<file path="config.mk">
export PLATFORM = sky130hd
export DESIGN_NAME = upop_exec
export DESIGN_NICKNAME = d
export VERILOG_FILES = /design/src/shared/upop_pkg.sv /design/src/shared/upop_rf_if.sv /design/src/design/upop_exec.sv /design/src/design/upop_rf_port.sv
export VERILOG_INCLUDE_DIRS = /design/src /design/src/shared
export SDC_FILE = /design/constraint.sdc
export NUM_CORES = 1
export LEC_CHECK = 0
export ABC_AREA = 1
export BUFFER_PORTS_ARGS = -buffer_cell sky130_fd_sc_hd__buf_2
export CORE_UTILIZATION = 45
export CTS_CLUSTER_SIZE = 28
export DETAILED_ROUTE_END_ITERATION = 6
export PLACE_DENSITY = 0.75
export SLEW_MARGIN = 25
export SYNTH_ARGS = -nofsm -noshare
export SYNTH_HDL_FRONTEND = slang
export SYNTH_HIERARCHICAL = 1
export SYNTH_SLANG_ARGS = --single-unit
</file>
<file path="constraint.sdc">
create_clock -name clk -period 1.5 [get_ports clk]
set_input_delay 0.15 -clock clk [delete_from_list [all_inputs] [get_ports clk]]
set_output_delay 0.15 -clock clk [all_outputs]
set_load 0.005 [all_outputs]
</file>
<file path="src/shared/upop_consts.svh">
// Constants for the user-stack pop executor
`ifndef UPOP_CONSTS_SVH
`define UPOP_CONSTS_SVH
`define UPOP_OPC_DEC 8'h92
`define UPOP_OPC_INC 8'h93
`define UPOP_INSTR_CYCLES 4'h8
`define UPOP_PTR_READY 4'h3
`define UPOP_DATA_READY 4'h5
`define UPOP_STEP_ONE 8'h01
`endif

</file>
<file path="src/shared/upop_pkg.sv">
// Types for the user-stack pop executor
package upop_pkg;
	typedef enum logic [2:0] {
		UPOP_IDLE,
		UPOP_RD_PTR,
		UPOP_RD_DATA,
		UPOP_WR_DST,
		UPOP_WR_PTR,
		UPOP_FINISH
	} upop_state_t;
endpackage

</file>
<file path="src/shared/upop_rf_if.sv">
// Register-file access bundle between the sequencer and its port stage
`timescale 1ns/1ps
interface upop_rf_if;
	logic [7:0] addr;
	logic [7:0] wdata;
	logic we;
	logic re;
	modport seq (output addr, output wdata, output we, output re);
	modport port (input addr, input wdata, input we, input re);
endinterface

</file>
<file path="src/design/upop_exec.sv">
// User-stack pop executor: runs the decrementing and incrementing pop forms
// Operation
// (RQ1) The source operand names a general register holding a user stack pointer that selects the popped byte.
// (RQ2) The incrementing pop copies the byte at the pointed-to register into the destination.
// (RQ3) After that write the incrementing pop adds one to the pointer and writes it back.
// (RQ4) The decrementing pop copies the pointed-to byte first, then subtracts one from the pointer.
// (RQ5) Both forms work inside the register file and never touch the system stack pointer.
// (RQ6) No condition flag changes during either pop.
// (RQ7) Opcode 92h is the decrementing pop, 93h the incrementing pop, three bytes each, eight cycles each.
`timescale 1ns/1ps
`include "upop_consts.svh"
module upop_exec import upop_pkg::*; (
	input wire logic clk,
	input wire logic reset_n,
	input wire logic start,
	input wire logic [7:0] opcode,
	input wire logic [7:0] src_reg,
	input wire logic [7:0] dst_reg,
	input wire logic [7:0] rf_rdata,
	output logic [7:0] rf_addr,
	output logic [7:0] rf_wdata,
	output logic rf_we,
	output logic rf_re,
	output logic busy,
	output logic done,
	output logic illegal
);
	upop_rf_if rf_bus ();
	upop_state_t state, next_state;
	logic [7:0] ptr, next_ptr;
	logic [7:0] data, next_data;
	logic [7:0] src, next_src;
	logic [7:0] dst, next_dst;
	logic incr, next_incr;
	logic [3:0] cyc, next_cyc;
	logic next_busy, next_done, next_illegal;

	// Read data from the core arrives with the registered strobe, one cycle after the sequencer raises it,
	// so each read state waits on a pending flag
	logic rd_wait, next_rd_wait;

	// Sequencer next-state logic
	always_comb begin
		next_state = state;
		next_ptr = ptr;
		next_data = data;
		next_src = src;
		next_dst = dst;
		next_incr = incr;
		next_cyc = cyc;
		next_rd_wait = 1'b0;
		next_busy = busy;
		next_done = 1'b0;
		next_illegal = 1'b0;
		rf_bus.addr = 8'h00;
		rf_bus.wdata = 8'h00;
		rf_bus.we = 1'b0;
		rf_bus.re = 1'b0;
		if (state != UPOP_IDLE) begin
			next_cyc = cyc + 4'h1;
		end
		case (state)
			UPOP_IDLE: begin
				next_cyc = 4'h0;
				if (start) begin
					if (opcode == `UPOP_OPC_DEC || opcode == `UPOP_OPC_INC) begin // [RQ7]
						next_incr = (opcode == `UPOP_OPC_INC);
						next_src = src_reg;
						next_dst = dst_reg;
						next_busy = 1'b1;
						next_cyc = 4'h1;
						next_state = UPOP_RD_PTR;
					end else begin
						next_illegal = 1'b1; // Other opcodes belong to other units
					end
				end
			end
			UPOP_RD_PTR: begin
				// Pointer lives in a general register, never the system SP [RQ1] [RQ5]
				rf_bus.addr = src;
				rf_bus.re = !rd_wait;
				next_rd_wait = 1'b1;
				if (rd_wait && cyc == `UPOP_PTR_READY) begin
					next_ptr = rf_rdata;
					next_rd_wait = 1'b0;
					next_state = UPOP_RD_DATA;
				end
			end
			UPOP_RD_DATA: begin
				rf_bus.addr = ptr; // [RQ1]
				rf_bus.re = !rd_wait;
				next_rd_wait = 1'b1;
				if (rd_wait && cyc == `UPOP_DATA_READY) begin
					next_data = rf_rdata;
					next_rd_wait = 1'b0;
					next_state = UPOP_WR_DST;
				end
			end
			UPOP_WR_DST: begin
				// Destination written before the pointer moves [RQ2] [RQ4]
				rf_bus.addr = dst;
				rf_bus.wdata = data;
				rf_bus.we = 1'b1;
				next_state = UPOP_WR_PTR;
			end
			UPOP_WR_PTR: begin
				// Wraps modulo 256 within the register file [RQ3] [RQ4]
				rf_bus.addr = src;
				rf_bus.wdata = incr ? ptr + `UPOP_STEP_ONE : ptr - `UPOP_STEP_ONE;
				rf_bus.we = 1'b1;
				next_state = UPOP_FINISH;
			end
			UPOP_FINISH: begin
				// Entered with the count already at eight, so done lands on the eighth edge [RQ7]
				if (cyc == `UPOP_INSTR_CYCLES) begin
					next_busy = 1'b0;
					next_done = 1'b1;
					next_state = UPOP_IDLE;
				end
			end
			default: begin
				next_state = UPOP_IDLE;
				next_busy = 1'b0;
			end
		endcase
	end

	// No flag port exists at all, so flags cannot be disturbed [RQ6]
	always_ff @(posedge clk or negedge reset_n) begin
		if (!reset_n) begin
			state <= UPOP_IDLE;
			ptr <= 8'h00;
			data <= 8'h00;
			src <= 8'h00;
			dst <= 8'h00;
			incr <= 1'b0;
			cyc <= 4'h0;
			rd_wait <= 1'b0;
			busy <= 1'b0;
			done <= 1'b0;
			illegal <= 1'b0;
		end else begin
			state <= next_state;
			ptr <= next_ptr;
			data <= next_data;
			src <= next_src;
			dst <= next_dst;
			incr <= next_incr;
			cyc <= next_cyc;
			rd_wait <= next_rd_wait;
			busy <= next_busy;
			done <= next_done;
			illegal <= next_illegal;
		end
	end

	upop_rf_port u_port (
		.clk(clk),
		.reset_n(reset_n),
		.rf(rf_bus),
		.rf_addr(rf_addr),
		.rf_wdata(rf_wdata),
		.rf_we(rf_we),
		.rf_re(rf_re)
	);

	// Done is registered on the eighth edge after the take, so it is sampled high one edge later
	a_done_eight: assert property (@(posedge clk) disable iff (!reset_n) // [RQ7]
		(start && !busy && (opcode == `UPOP_OPC_DEC || opcode == `UPOP_OPC_INC)) |-> ##9 done)
		else $error("pop did not finish in eight cycles");
	a_ptr_step: assert property (@(posedge clk) disable iff (!reset_n) // [RQ3]
		(rf_we && $past(state) == UPOP_WR_PTR) |->
		rf_wdata == ($past(incr, 2) ? $past(ptr, 2) + 8'h01 : $past(ptr, 2) - 8'h01))
		else $error("pointer write-back has wrong value");
	a_dst_first: assert property (@(posedge clk) disable iff (!reset_n) // [RQ4]
		(state == UPOP_WR_DST) |=> (rf_we && rf_addr == $past(dst)) ##1 (rf_we && rf_addr == $past(src, 2)))
		else $error("destination not written before pointer");
	a_dst_data: assert property (@(posedge clk) disable iff (!reset_n) // [RQ2]
		(state == UPOP_WR_DST) |=> (rf_we && rf_wdata == $past(data)))
		else $error("popped byte not written to destination");
	a_ptr_addr: assert property (@(posedge clk) disable iff (!reset_n) // [RQ1]
		(state == UPOP_RD_DATA && !rd_wait) |=> (rf_re && rf_addr == $past(ptr)))
		else $error("data read not at pointer");
	a_ptr_reg: assert property (@(posedge clk) disable iff (!reset_n) // [RQ5]
		(state == UPOP_WR_PTR) |=> (rf_addr == $past(src)))
		else $error("pointer written outside source register");
	a_write_count: assert property (@(posedge clk) disable iff (!reset_n) // [RQ6]
		(state == UPOP_IDLE) |=> !rf_we)
		else $error("write issued while idle");
	a_illegal_op: assert property (@(posedge clk) disable iff (!reset_n) // [RQ7]
		(start && !busy && opcode != `UPOP_OPC_DEC && opcode != `UPOP_OPC_INC) |=> (illegal && !busy))
		else $error("unknown opcode not flagged");
endmodule

</file>
<file path="src/design/upop_rf_port.sv">
// Output register stage for register-file access
`timescale 1ns/1ps
module upop_rf_port (
	input wire logic clk,
	input wire logic reset_n,
	upop_rf_if.port rf,
	output logic [7:0] rf_addr,
	output logic [7:0] rf_wdata,
	output logic rf_we,
	output logic rf_re
);
	// Registered so the core sees clean, glitch-free strobes
	always_ff @(posedge clk or negedge reset_n) begin
		if (!reset_n) begin
			rf_addr <= 8'h00;
			rf_wdata <= 8'h00;
			rf_we <= 1'b0;
			rf_re <= 1'b0;
		end else begin
			rf_addr <= rf.addr;
			rf_wdata <= rf.wdata;
			rf_we <= rf.we;
			rf_re <= rf.re;
		end
	end
endmodule

</file>
# After elaboration in Yosys (flattened, before gate mapping)
# Index checks and enable logic that the tools add are counted.
# word_totals
register_bits	62
inputBits	35
out_inout_bits	21
wordCells	77
# classes
n_addsub	3
n_eq_ne	15
mux	27
bitwise	1
reduce_logical	16
# op_table
operator	count
one-hot mux 8 bit (3 select lines)	1
one-hot mux 3 bit (6 select lines)	1
equality test 8 bit (second input constant)	2
one-hot mux 8 bit (2 select lines)	1
two-way mux 3 bit	5
two-way mux 1 bit	14
inequality test 2 bit (second input constant)	5
adder 8 x 1 -> 8 bit (second input constant)	1
two-way mux 4 bit	2
two-way mux 8 bit	1
subtractor 8 x 1 -> 8 bit (second input constant)	1
equality test 3 x 2 -> 1 bit (second input constant)	2
equality test 3 bit (second input constant)	2
OR reduction 2 bit	3
AND reduction 5 bit	1
adder 4 x 1 -> 4 bit (second input constant)	1
equality test 4 x 2 -> 1 bit (second input constant)	1
equality test 4 x 3 -> 1 bit (second input constant)	1
equality test 4 bit (second input constant)	1
AND reduction 2 bit	2
AND reduction 4 bit	1
OR reduction 4 bit	1
equality test 3 x 1 -> 1 bit (second input constant)	1
zero test 3 bit	1
other kinds (9)	10

# Longest topological paths before layout
# Gate-level depths: netlist (run 1).
# logic_depth
depth_word	5
ltp_mapped	11
ltp_nobuf	11

# Hierarchy
# The synthesis (run 1) kept the hierarchy.
# by_module_without_submodules
mod	instances	cells_per_inst	area_each_um2	seq_area_each_um2
upop_exec	1	317	2533.7	1101.1
upop_rf_port	1	18	450.4	450.4

# Least setup slack after synthesis (run 1)
# Ideal clock, no wire load.
# synth_timing
path_type	reg2reg
from	reg incr
to	reg u_port.rf_wdata[6]
setup_ns	0.117
arrival_time_ns	1.409
required_time_ns	1.383
path_slack_ns	-0.027
stages_incl_launch_ff	8
period_less_slack_ns	1.527
path_cell_list	dfrtp_1 inv_1 ha_1 or2_2 nand3b_1 nand3b_1 nand3_1 nand2_1
# synth_via
elab_chain_cells	2
# synth_lines
item	line	text
start, declared	upop_exec.sv:34	logic incr, next_incr;
start signal, assigned	upop_exec.sv:148	incr <= next_incr;
two-way mux 8 bit (no source line)	--	
one-hot mux 8 bit (2 select lines)	upop_exec.sv:62	case (state)
named net rf_bus.wdata[6]	upop_rf_if.sv:5	logic [7:0] wdata;
end signal, assigned	upop_rf_port.sv:21	rf_wdata <= rf.wdata;
end, declared	upop_rf_port.sv:8	output logic [7:0] rf_wdata,
# The timed path passes the listed nets, and every way through them passes these cells.
# A chain may end at the register's enable or synchronous reset.

# Final worst setup path (run 1)
# layout_timing
from	reg incr
to	reg u_port.rf_wdata[7]
# The elaborated chain is that of the path after synthesis.

==> flow_summary.ini, run 1 <==
[run_status]
status = complete, but fails checks
violations = negative setup slack

[routing]
drt_iter0_drc = 111
drtPass1Iterations = 4
vias_per_cell = 5.016
final_antenna_net_count = 0
drt-wirelength-per-cell_microns = 13.57
wirelength_mm = 6.611
vias = 2443
drc = 0

[global_routing]
grt_max_degree = 63
grt_pass1_vias = 2395
grt_usage_pct = 19.38
antenna_found_initial = 0
overflow = 0
grt_pass1_wl_mm = 10.61

[pwr]
worst_ir_drop_vdd_mv = 1.023
p_seq_share_pct = 38.8
p_sw_mw = 2.289
finalPower_mw = 6.165
p_leak_nw = 2.039
power_density_nw_per_um2 = 1662
pwr-share-comb_pct = 36.5
switching_share_pct = 37.13
pwr-share-clk_pct = 24.7
internal_power_mw = 3.876

[finish]
utilization_pct = 58.07
design_area_sq_um = 3709
syn2layout_area_growth_pct = 24.28
diodes = 0
nNetsFinal = 450
fillers = 582
layout-drive-gt1-share_pct = 30.73

[worst_setup_path]
r2r-start = incr
critPathLaunch = incr
crit_arrival_ps = 1760
cp.required_ps = 1740
rrSetupSlack_ps = -20
r2r-end = u_port/rf_wdata[7]
ff2ff_path_depth = 8
crit_path_max_fanout = 7
worst_setup_path_start_kind = flop
cp-end-kind = flop
crit_type = flop to flop

[clock_tree]
cts_tree = yes
htree_levels = 3
clock_sinks = 62
post_cts_buffers = 0
clk_pin_slew_ps = 70
numCtsBuffers = 9
root_buffer = clkbuf_8
clock_latency_ps = 350
clockBufferDepth = 2

[timing]
min_period_ps = 1525
finClkSkew_ps = 6.811
hold_viol = 0
tightest_slew_ps = 336.5
relSlewSlack_pct = 77.48
slew_violations = 0
setup_viol = 1
clock.fmax_mhz = 655.8
post-route-period-util_pct = 101.7
grt_setup_unrepaired = true
worst_slack_ps = -24.78

[synth]
synthTopCellsByArea = dfrtp_1 (52%), nand2_1 (14%), nand3_1 (5.2%)
ys_ff_latch = 62
synth-warning-count = 6
async_reset_ff_share_pct = 100.0
avgSynthCellArea_sq_um = 8.908
synthesis.area_sq_um = 2984
ys_types = 32
synth_largest_area_cell = dfrtp_1
synth_top_cells_by_count = nand2_1 (115), dfrtp_1 (62), inv_1 (33)
synth_edf_count = 0
synth_fp_nets = 380
synth.top_cell.area_share_pct = 51.99
seq_area_frac_synth_pct = 51.99
syn_inst = 335
synth_ff_type = dfrtp_1
yosysMostFrequentCell = nand2_1

[die]
initial_core_util_pct = 46.73
die_area_sq_um = 6961
die_height_microns = 83.44
die_w_microns = 83.44
rows = 29
core_sq_um = 6386
io_pins = 56

[placement]
globalplace.congestion = 0.8706
io_buffers = 55
placed_area_sq_um = 3373
place_hpwl_mm = 4.388

[min_path]
min_path_type = input port to flop
holdPathStages = 3
hp-start = src_reg[6]
whs_endpoint = src[6]

[flow_run]
cap_violations = 0
## final cells by class
class / count / area [sq um] / share of cell area [%]
sequential: 62 / 1553 / 41.87
inverter: 35 / 133.9 / 3.610
timing repair buffer: 65 / 365.4 / 9.852
clock inverter: 5 / 57.56 / 1.552
clock buffer: 11 / 151.4 / 4.082
tap: 77 / 96.34 / 2.598
multi-input combinational: 232 / 1351 / 36.44
## cells in the final DEF (no fill, tap or decap), types with 2 or more instances in the layout
master and instances:
or2_4 2, nand3b_1 4, a21oi_2 3, nand3_4 3
o21ai_1 5, dfrtp_1 61, nor2_8 2, a21oi_1 5
inv_2 4, a22oi_1 8, nand2_1 109, nand2_2 9
buf_2 55, o21ai_2 8, nor2_1 13, o21ai_0 7
clkinvlp_4 3, ha_4 3, nand2_4 2, clkbuf_8 11
buf_4 8, inv_1 30, ha_1 5, nand3_1 31
nor2_4 4
## metal layers
| layer | vias up | global-route usage [%] | part of all wire [%] |
|---|---|---|---|
| met3 | 16 | 4.274 | 4.6 |
| met5 | - | 0 | 0 |
| li1 | 1215 | - | - |
| met4 | 0 | 9.553 | 2.8 |
| met1 | 1141 | 24.02 | 45 |
| met2 | 71 | 32.04 | 48 |
## stage by stage
step / setup TNS, ps / cells / hold WS, ps / setup slack (ps)
after CTS: 0 / 486 / 23.02 / 2.215
after detailed placement: 0 / 469 / 185.5 / 0.1953
after global placement: 0 / 469 / 184.9 / 48.16
after global routing: -415.0 / 487 / 23.07 / -99.90
final: -24.78 / 487 / 24.10 / -24.78
after floorplan: 0 / 335 / -145.6 / 40.15
## power by group through the flow
stage | Sequential (mW) | Clock [mW] | Combinational [mW]
final | 2.39 | 1.52 | 2.25
after detailed placement | 2.39 | 0 | 2.00
after CTS | 2.38 | 1.54 | 2.07
after global routing | 2.44 | 1.61 | 2.50
after floorplan | 2.35 | 0 | 1.37
after global placement | 2.37 | 0 | 1.93
## repair_timing
action / 4_1_cts / 5_1_grt
cloned: 0 / 1
pin swaps: 0 / 6
endpoints found under the setup margin: 2 / 26
endpoints found under the hold margin: 62 / 0
hold buffers: 1 / 0
resized for setup: 7 / 19
## worst max-delay path, cell delays in order (launching register included)
cell	delay [ps]
dfrtp_1	410
inv_4	140
ha_1	310
nand2_1	90
nand2_1	70
a21oi_2	160
nand3b_1	100
nand3_1	90
nand2_1	60
## worst max-delay path by stage
stage	to	slack (ps)	cells past startpoint
2_1_floorplan	u_port/rf_wdata[6]	40	7
3_3_place_gp	u_port/rf_wdata[6]	50	7
3_5_place_dp	u_port/rf_wdata[6]	0.2	7
4_1_cts	u_port/rf_wdata[6]	2	7
5_1_grt	u_port/rf_wdata[7]	-100	8
6_report	u_port/rf_wdata[7]	-20	8
## logic make-up (layout without fill, tap and decap cells)
kind of cell / count (synthesis) / after routing / synth area share, %
fa+ha+maj: 10 / 10 / 4.445
xor+xnor: 2 / 2 / 0.5871
simple gates: 181 / 182 / 28.01
buf+inv: 42 / 116 / 6.499
flops: 62 / 62 / 51.99
compound gates: 38 / 38 / 8.470
No activity file was read; power rests on OpenSTA's default activity.
==> run 2, diff against run 1 <==
ABC_CLOCK_PERIOD_IN_PS = 1500   (was default)
SETUP_SLACK_MARGIN = 0.4   (was default)
==> run 2 against run 1 <==
  * The run still ends with negative setup slack left
  * Cell area up 25%
  * Clock-buffer cell count increased by 1
  * Non-clock buffer count up 41
  * Largest power group is now combinational logic
==> flow_summary.ini, run 2 (synthesized netlist as in run 1, its figures left out) <==
[global_routing]
grt_pass1_wl_mm = 13.64
antenna_found_initial = 0
grt_max_degree = 33
grt_usage_pct = 25.38
grt_pass1_vias = 2784
overflow = 0

[finish]
diodes = 0
layout-drive-gt1-share_pct = 54.29
layout_commonest_cell = nand2_1
layout_common_cells = nand2_1 (68), dfrtp_1 (59), buf_2 (55)
syn2layout_area_growth_pct = 54.80
nNetsFinal = 495
layout.cells.non_filler = 532

[die]
die_area_sq_um = 6961
io_pins = 56
die_height_microns = 83.44
die_w_microns = 83.44
initial_core_util_pct = 46.73
rows = 29
core_sq_um = 6386

[timing]
relSlewSlack_pct = 57.50
finClkSkew_ps = 11.03
worst_slack_ps = -35.71
post-route-period-util_pct = 102.4
grt_setup_unrepaired = true
whs_ps = 18.68
min_period_ps = 1536
hold_viol = 0
clock.fmax_mhz = 651.2
setup_viol = 5
tightest_slew_ps = 636.5
slew_violations = 0

[clock_tree]
clock_latency_ps = 360
numCtsBuffers = 9
clockBufferDepth = 2
root_buffer = clkbuf_8
cts_tree = yes
clk_pin_slew_ps = 80
clock_sinks = 62
htree_levels = 3

[worst_setup_path]
rrSetupSlack_ps = -40
crit_cells = 8
cp-end-kind = flop
path_cells = inv_4 > ha_1 > nand2_1 > nand2_1 > a21oi_2 > nand3b_1 > nand3_1 > nand2_1
crit_type = flop to flop
cp.required_ps = 1740
crit_arrival_ps = 1780
crit_path_max_fanout = 7
worst_setup_path_start_kind = flop
cp_num_buf_inv = 1
slowest_stage = dfrtp_1
cpPeakStageDelay_ps = 410
critPathLaunch = incr
r2r-end = u_port/rf_wdata[7]
ff2ff_path_depth = 8
critical-path-top-delay-family = flip-flops
cp_common_cell = nand2_1
r2r-start = incr

[placement]
dp.cells = 469
globalplace.congestion = 0.8921
place_hpwl_mm = 4.586
io_buffers = 55

[pwr]
worst_ir_drop_vdd_mv = 1.509
power_density_nw_per_um2 = 1747
p_leak_nw = 2.309

[routing]
final_antenna_net_count = 0
wirelength_met1_mm = 3.870
drc = 0
dr_wl_met3_microns = 435
drtPass1Iterations = 4
highest_layer = met4
route.met2.wl_mm = 4.859
vias_per_cell = 5.380
drt_iter0_drc = 176
drt-wirelength-per-cell_microns = 17.90
vias = 2862
wirelength_mm = 9.523

[min_path]
whs_endpoint = src[3]
hp-start = src_reg[3]
min_path_type = input port to flop
holdPathStages = 3

[run_status]
violations = negative setup slack
status = complete, but fails checks

[flow_run]
cap_violations = 0
[run 2: cell types whose count changed in the layout (fill, tap and decap cells not counted), moves of 5 or more]
cell     before  now
o21ai_0       7    0
a22oi_1       8    0
buf_6         0   18
a22oi_2       0    8
nor2_4        4   12
nand2_2       9   44
nor2_1       13    4
buf_4         8   25
nand2_1     109   68
nand2_4       2    7
inv_1        30   25
nand3_1      31   23
nand3_2       0    6
[run 2: metal layers]
layer | track usage (%) | vias to the layer above
li1 | - | 1309
met4 | 15.10 | 0
met1 | 31.90 | 1408
met3 | 4.573 | 33
met5 | 0 | -
met2 | 40.98 | 112
[run 2: layout make-up]
| cell class | count | area [sq um] |
|---|---|---|
| Clock inverter | 4 | 70.07 |
| Fill cell | 413 | 1767 |
| Multi-Input combinational cell | 236 | 1775 |
| Inverter | 35 | 158.9 |
| Clock buffer | 12 | 145.1 |
| Tap cell | 77 | 96.34 |
| Timing Repair Buffer | 106 | 818.3 |
| Sequential cell | 62 | 1555 |
[run 2: power breakdown]
part	total, mW	switching (mW)	internal (mW)
logic	3.94	2.10	1.84
registers	2.46	0.363	2.10
clock network	1.67	0.690	0.977
[run 2: worst register-to-register path, cell delays in order (launching register included)]
cell and delay [ps]:
dfrtp_1 410, inv_4 130, ha_1 300, nand2_1 80, nand2_1 90, a21oi_2 180, nand3b_1 90, nand3_1 80
nand2_1 60
[run 2: worst max-delay path by stage]
stage	to	slack [ps]
after floorplan	u_port/rf_wdata[2]	90
after global placement	u_port/rf_wdata[7]	60
after detailed placement	u_port/rf_wdata[7]	40
after CTS	u_port/rf_wdata[7]	30
after global routing	u_port/rf_wdata[7]	-130
final	u_port/rf_wdata[7]	-40
[run 2: repair_timing]
item,CTS,global route
hold endpoints to repair,22,0
resized for setup,85,51
gates cloned,6,0
hold buffers,1,0
setup buffers,28,12
pin swaps,32,31
setup endpoints to repair,58,59
[run 2: per-stage QoR]
| stage | worst slack, ps | total power, mW | area, sq um | setup TNS, ps | util [%] |
|---|---|---|---|---|---|
| 6_report | -35.71 | 8.068 | 4619 | -76.71 | 72.34 |
| 3_5_place_dp | 37.84 | 4.600 | 3486 | 0 | 54.58 |
| 3_3_place_gp | 58.65 | 4.537 | 3486 | 0 | 54.58 |
| 2_1_floorplan | 87.37 | 3.911 | 3090 | 0 | - |
| 4_1_cts | 33.60 | 7.203 | 4337 | 0 | 67.91 |
| 5_1_grt | -128.1 | 8.462 | 4619 | -694.0 | 72.34 |
==> run 3, diff against run 2 <==
CORE_MARGIN = 5   (was default)
==> run 3 against run 2 <==
  * The flow still finishes with violations (negative setup slack)
  * Highest routed layer unchanged
  * Non-clock buffer count is 14 lower
  * Register-to-register slack about the same
  * Utilization decreased by 1.4 points
  * Critical path type unchanged
  * Routed wire length decreased by 0.59%
  * Worst setup slack got worse by 14 ps
==> flow_summary.ini, run 3 (synthesized netlist as in run 1, its figures left out) <==
[finish]
layout.cells.non_filler = 516
diodes = 0
syn2layout_area_growth_pct = 51.74
layout_common_cells = nand2_1 (62), dfrtp_1 (59), buf_2 (55)
layout-drive-gt1-share_pct = 55.58
layout_commonest_cell = nand2_1
nNetsFinal = 481
design_area_sq_um = 4528

[worst_setup_path]
ff2ff_path_depth = 9
critical-path-top-delay-family = simple AND/OR/NAND/NOR gates
path_cells = inv_4 > fa_2 > nand2_2 > nand2_2 > nand3b_1 > nand2_1 > nand2_1 > nand3_1 > nand2_1
crit_arrival_ps = 1840
cp.required_ps = 1790
cp_common_cell = nand2_1
crit_type = flop to flop
worst_setup_path_start_kind = flop
cpPeakStageDelay_ps = 420
slowest_stage = fa_2
cp-end-kind = flop
crit_cells = 9
cp_num_buf_inv = 1
crit_path_max_fanout = 7

[placement]
place_hpwl_mm = 4.962
post-place-ws_ps = -10.33
placed_area_sq_um = 3493
dp.cells = 470
io_buffers = 55
globalplace.congestion = 0.8850

[die]
initial_core_util_pct = 46.73
core_sq_um = 6386
die_height_microns = 91.44
die_w_microns = 91.44
rows = 29
io_pins = 56
die_area_sq_um = 8360

[timing]
min_period_ps = 1550
hold_viol = 0
tightest_slew_ps = 639.4
worst_slack_ps = -49.58
setup_viol = 2
slew_violations = 0
clock.fmax_mhz = 645.3
post-route-period-util_pct = 103.3
finClkSkew_ps = 5.634
relSlewSlack_pct = 57.31
setup_tns_ps = -70.88
grt_setup_unrepaired = true

[routing]
drc = 0
drtPass1Iterations = 5
wirelength_mm = 9.467
vias = 2862
final_antenna_net_count = 0
vias_per_cell = 5.547
drt_iter0_drc = 237
drt-wirelength-per-cell_microns = 18.35

[clock_tree]
clock_sinks = 62
root_buffer = clkbuf_8
htree_levels = 3
clock_latency_ps = 350
clk_pin_slew_ps = 70
cts_tree = yes
numCtsBuffers = 9
clockBufferDepth = 2

[run_status]
violations = negative setup slack
status = complete, but fails checks

[pwr]
finalPower_mw = 7.510
p_leak_nw = 2.217
worst_ir_drop_vdd_mv = 1.010
power_density_nw_per_um2 = 1659

[min_path]
min_path_type = input port to flop
holdPathStages = 3

[global_routing]
grt_pass1_wl_mm = 13.72
grt_pass1_vias = 2883
antenna_found_initial = 0
grt_usage_pct = 20.51
overflow = 0
grt_max_degree = 29

[flow_run]
cap_violations = 0
-- run 3: changes by cell type in the layout (fill, tap and decap cells not counted), moves of 3 or more --
cell     previous run  this run
buf_4              25        17
ha_4                5         8
buf_6              18        13
nand2_4             7        10
nand2_1            68        62
o21ai_1             9         4
ha_1                4         1
o21ai_2            11        16
-- run 3: worst paths after layout --
kind	startpoint	endpoint	slack, ps
setup / recovery	incr	u_port/rf_wdata[6]	-50
hold / removal	src_reg[7]	src[7]	30
hold reg to reg	busy	busy	470
setup reg to reg	incr	u_port/rf_wdata[6]	-50
max in group asynchronous	reset_n	data[3]	590
min in group asynchronous	reset_n	rd_wait	290
-- run 3: through the flow --
stage               hold slack [ps]  utilization (%)
floorplan                    -145.6                -
global route                  22.61            70.91
global placement              125.8            54.70
finish                        29.90            70.91
detailed placement            125.1            54.70
CTS                           34.21            65.99
-- run 3: worst register-to-register path, cell delays in order (launching register included) --
cell and delay (ps):
dfrtp_1 410, inv_4 110, fa_2 420, nand2_2 100, nand2_2 80, nand3b_1 110
nand2_1 50, nand2_1 60, nand3_1 80, nand2_1 90
-- run 3: cell type report --
cell class | instances | area [sq um]
Clock buffer | 12 | 145.1
Clock inverter | 2 | 10.01
Fill cell | 401 | 1858
Inverter | 35 | 153.9
Multi-Input combinational cell | 236 | 1881
Sequential cell | 62 | 1555
Tap cell | 77 | 96.34
Timing Repair Buffer | 92 | 686.9
-- run 3: timing repair --
action	CTS	global route
pin swaps	38	20
resized for setup	65	78
hold buffers	1	0
endpoints found under the hold margin	16	0
gates cloned	6	0
buffers inserted	20	5
endpoints found under the setup margin	58	59
-- run 3: per-layer routing --
layer,GRT usage [%],routed length [microns],part of all wire [%]
met1,25.49,3631,38
met2,33.59,4696,50
met3,5.207,718,7.6
met4,9.046,421,4.4
met5,0,0,0
-- run 3: power breakdown --
| part | internal [mW] | switching, mW | total [mW] |
|---|---|---|---|
| registers | 2.10 | 0.388 | 2.49 |
| logic | 1.74 | 2.02 | 3.77 |
| clock network | 0.621 | 0.632 | 1.25 |
| total | 4.47 | 3.04 | 7.51 |
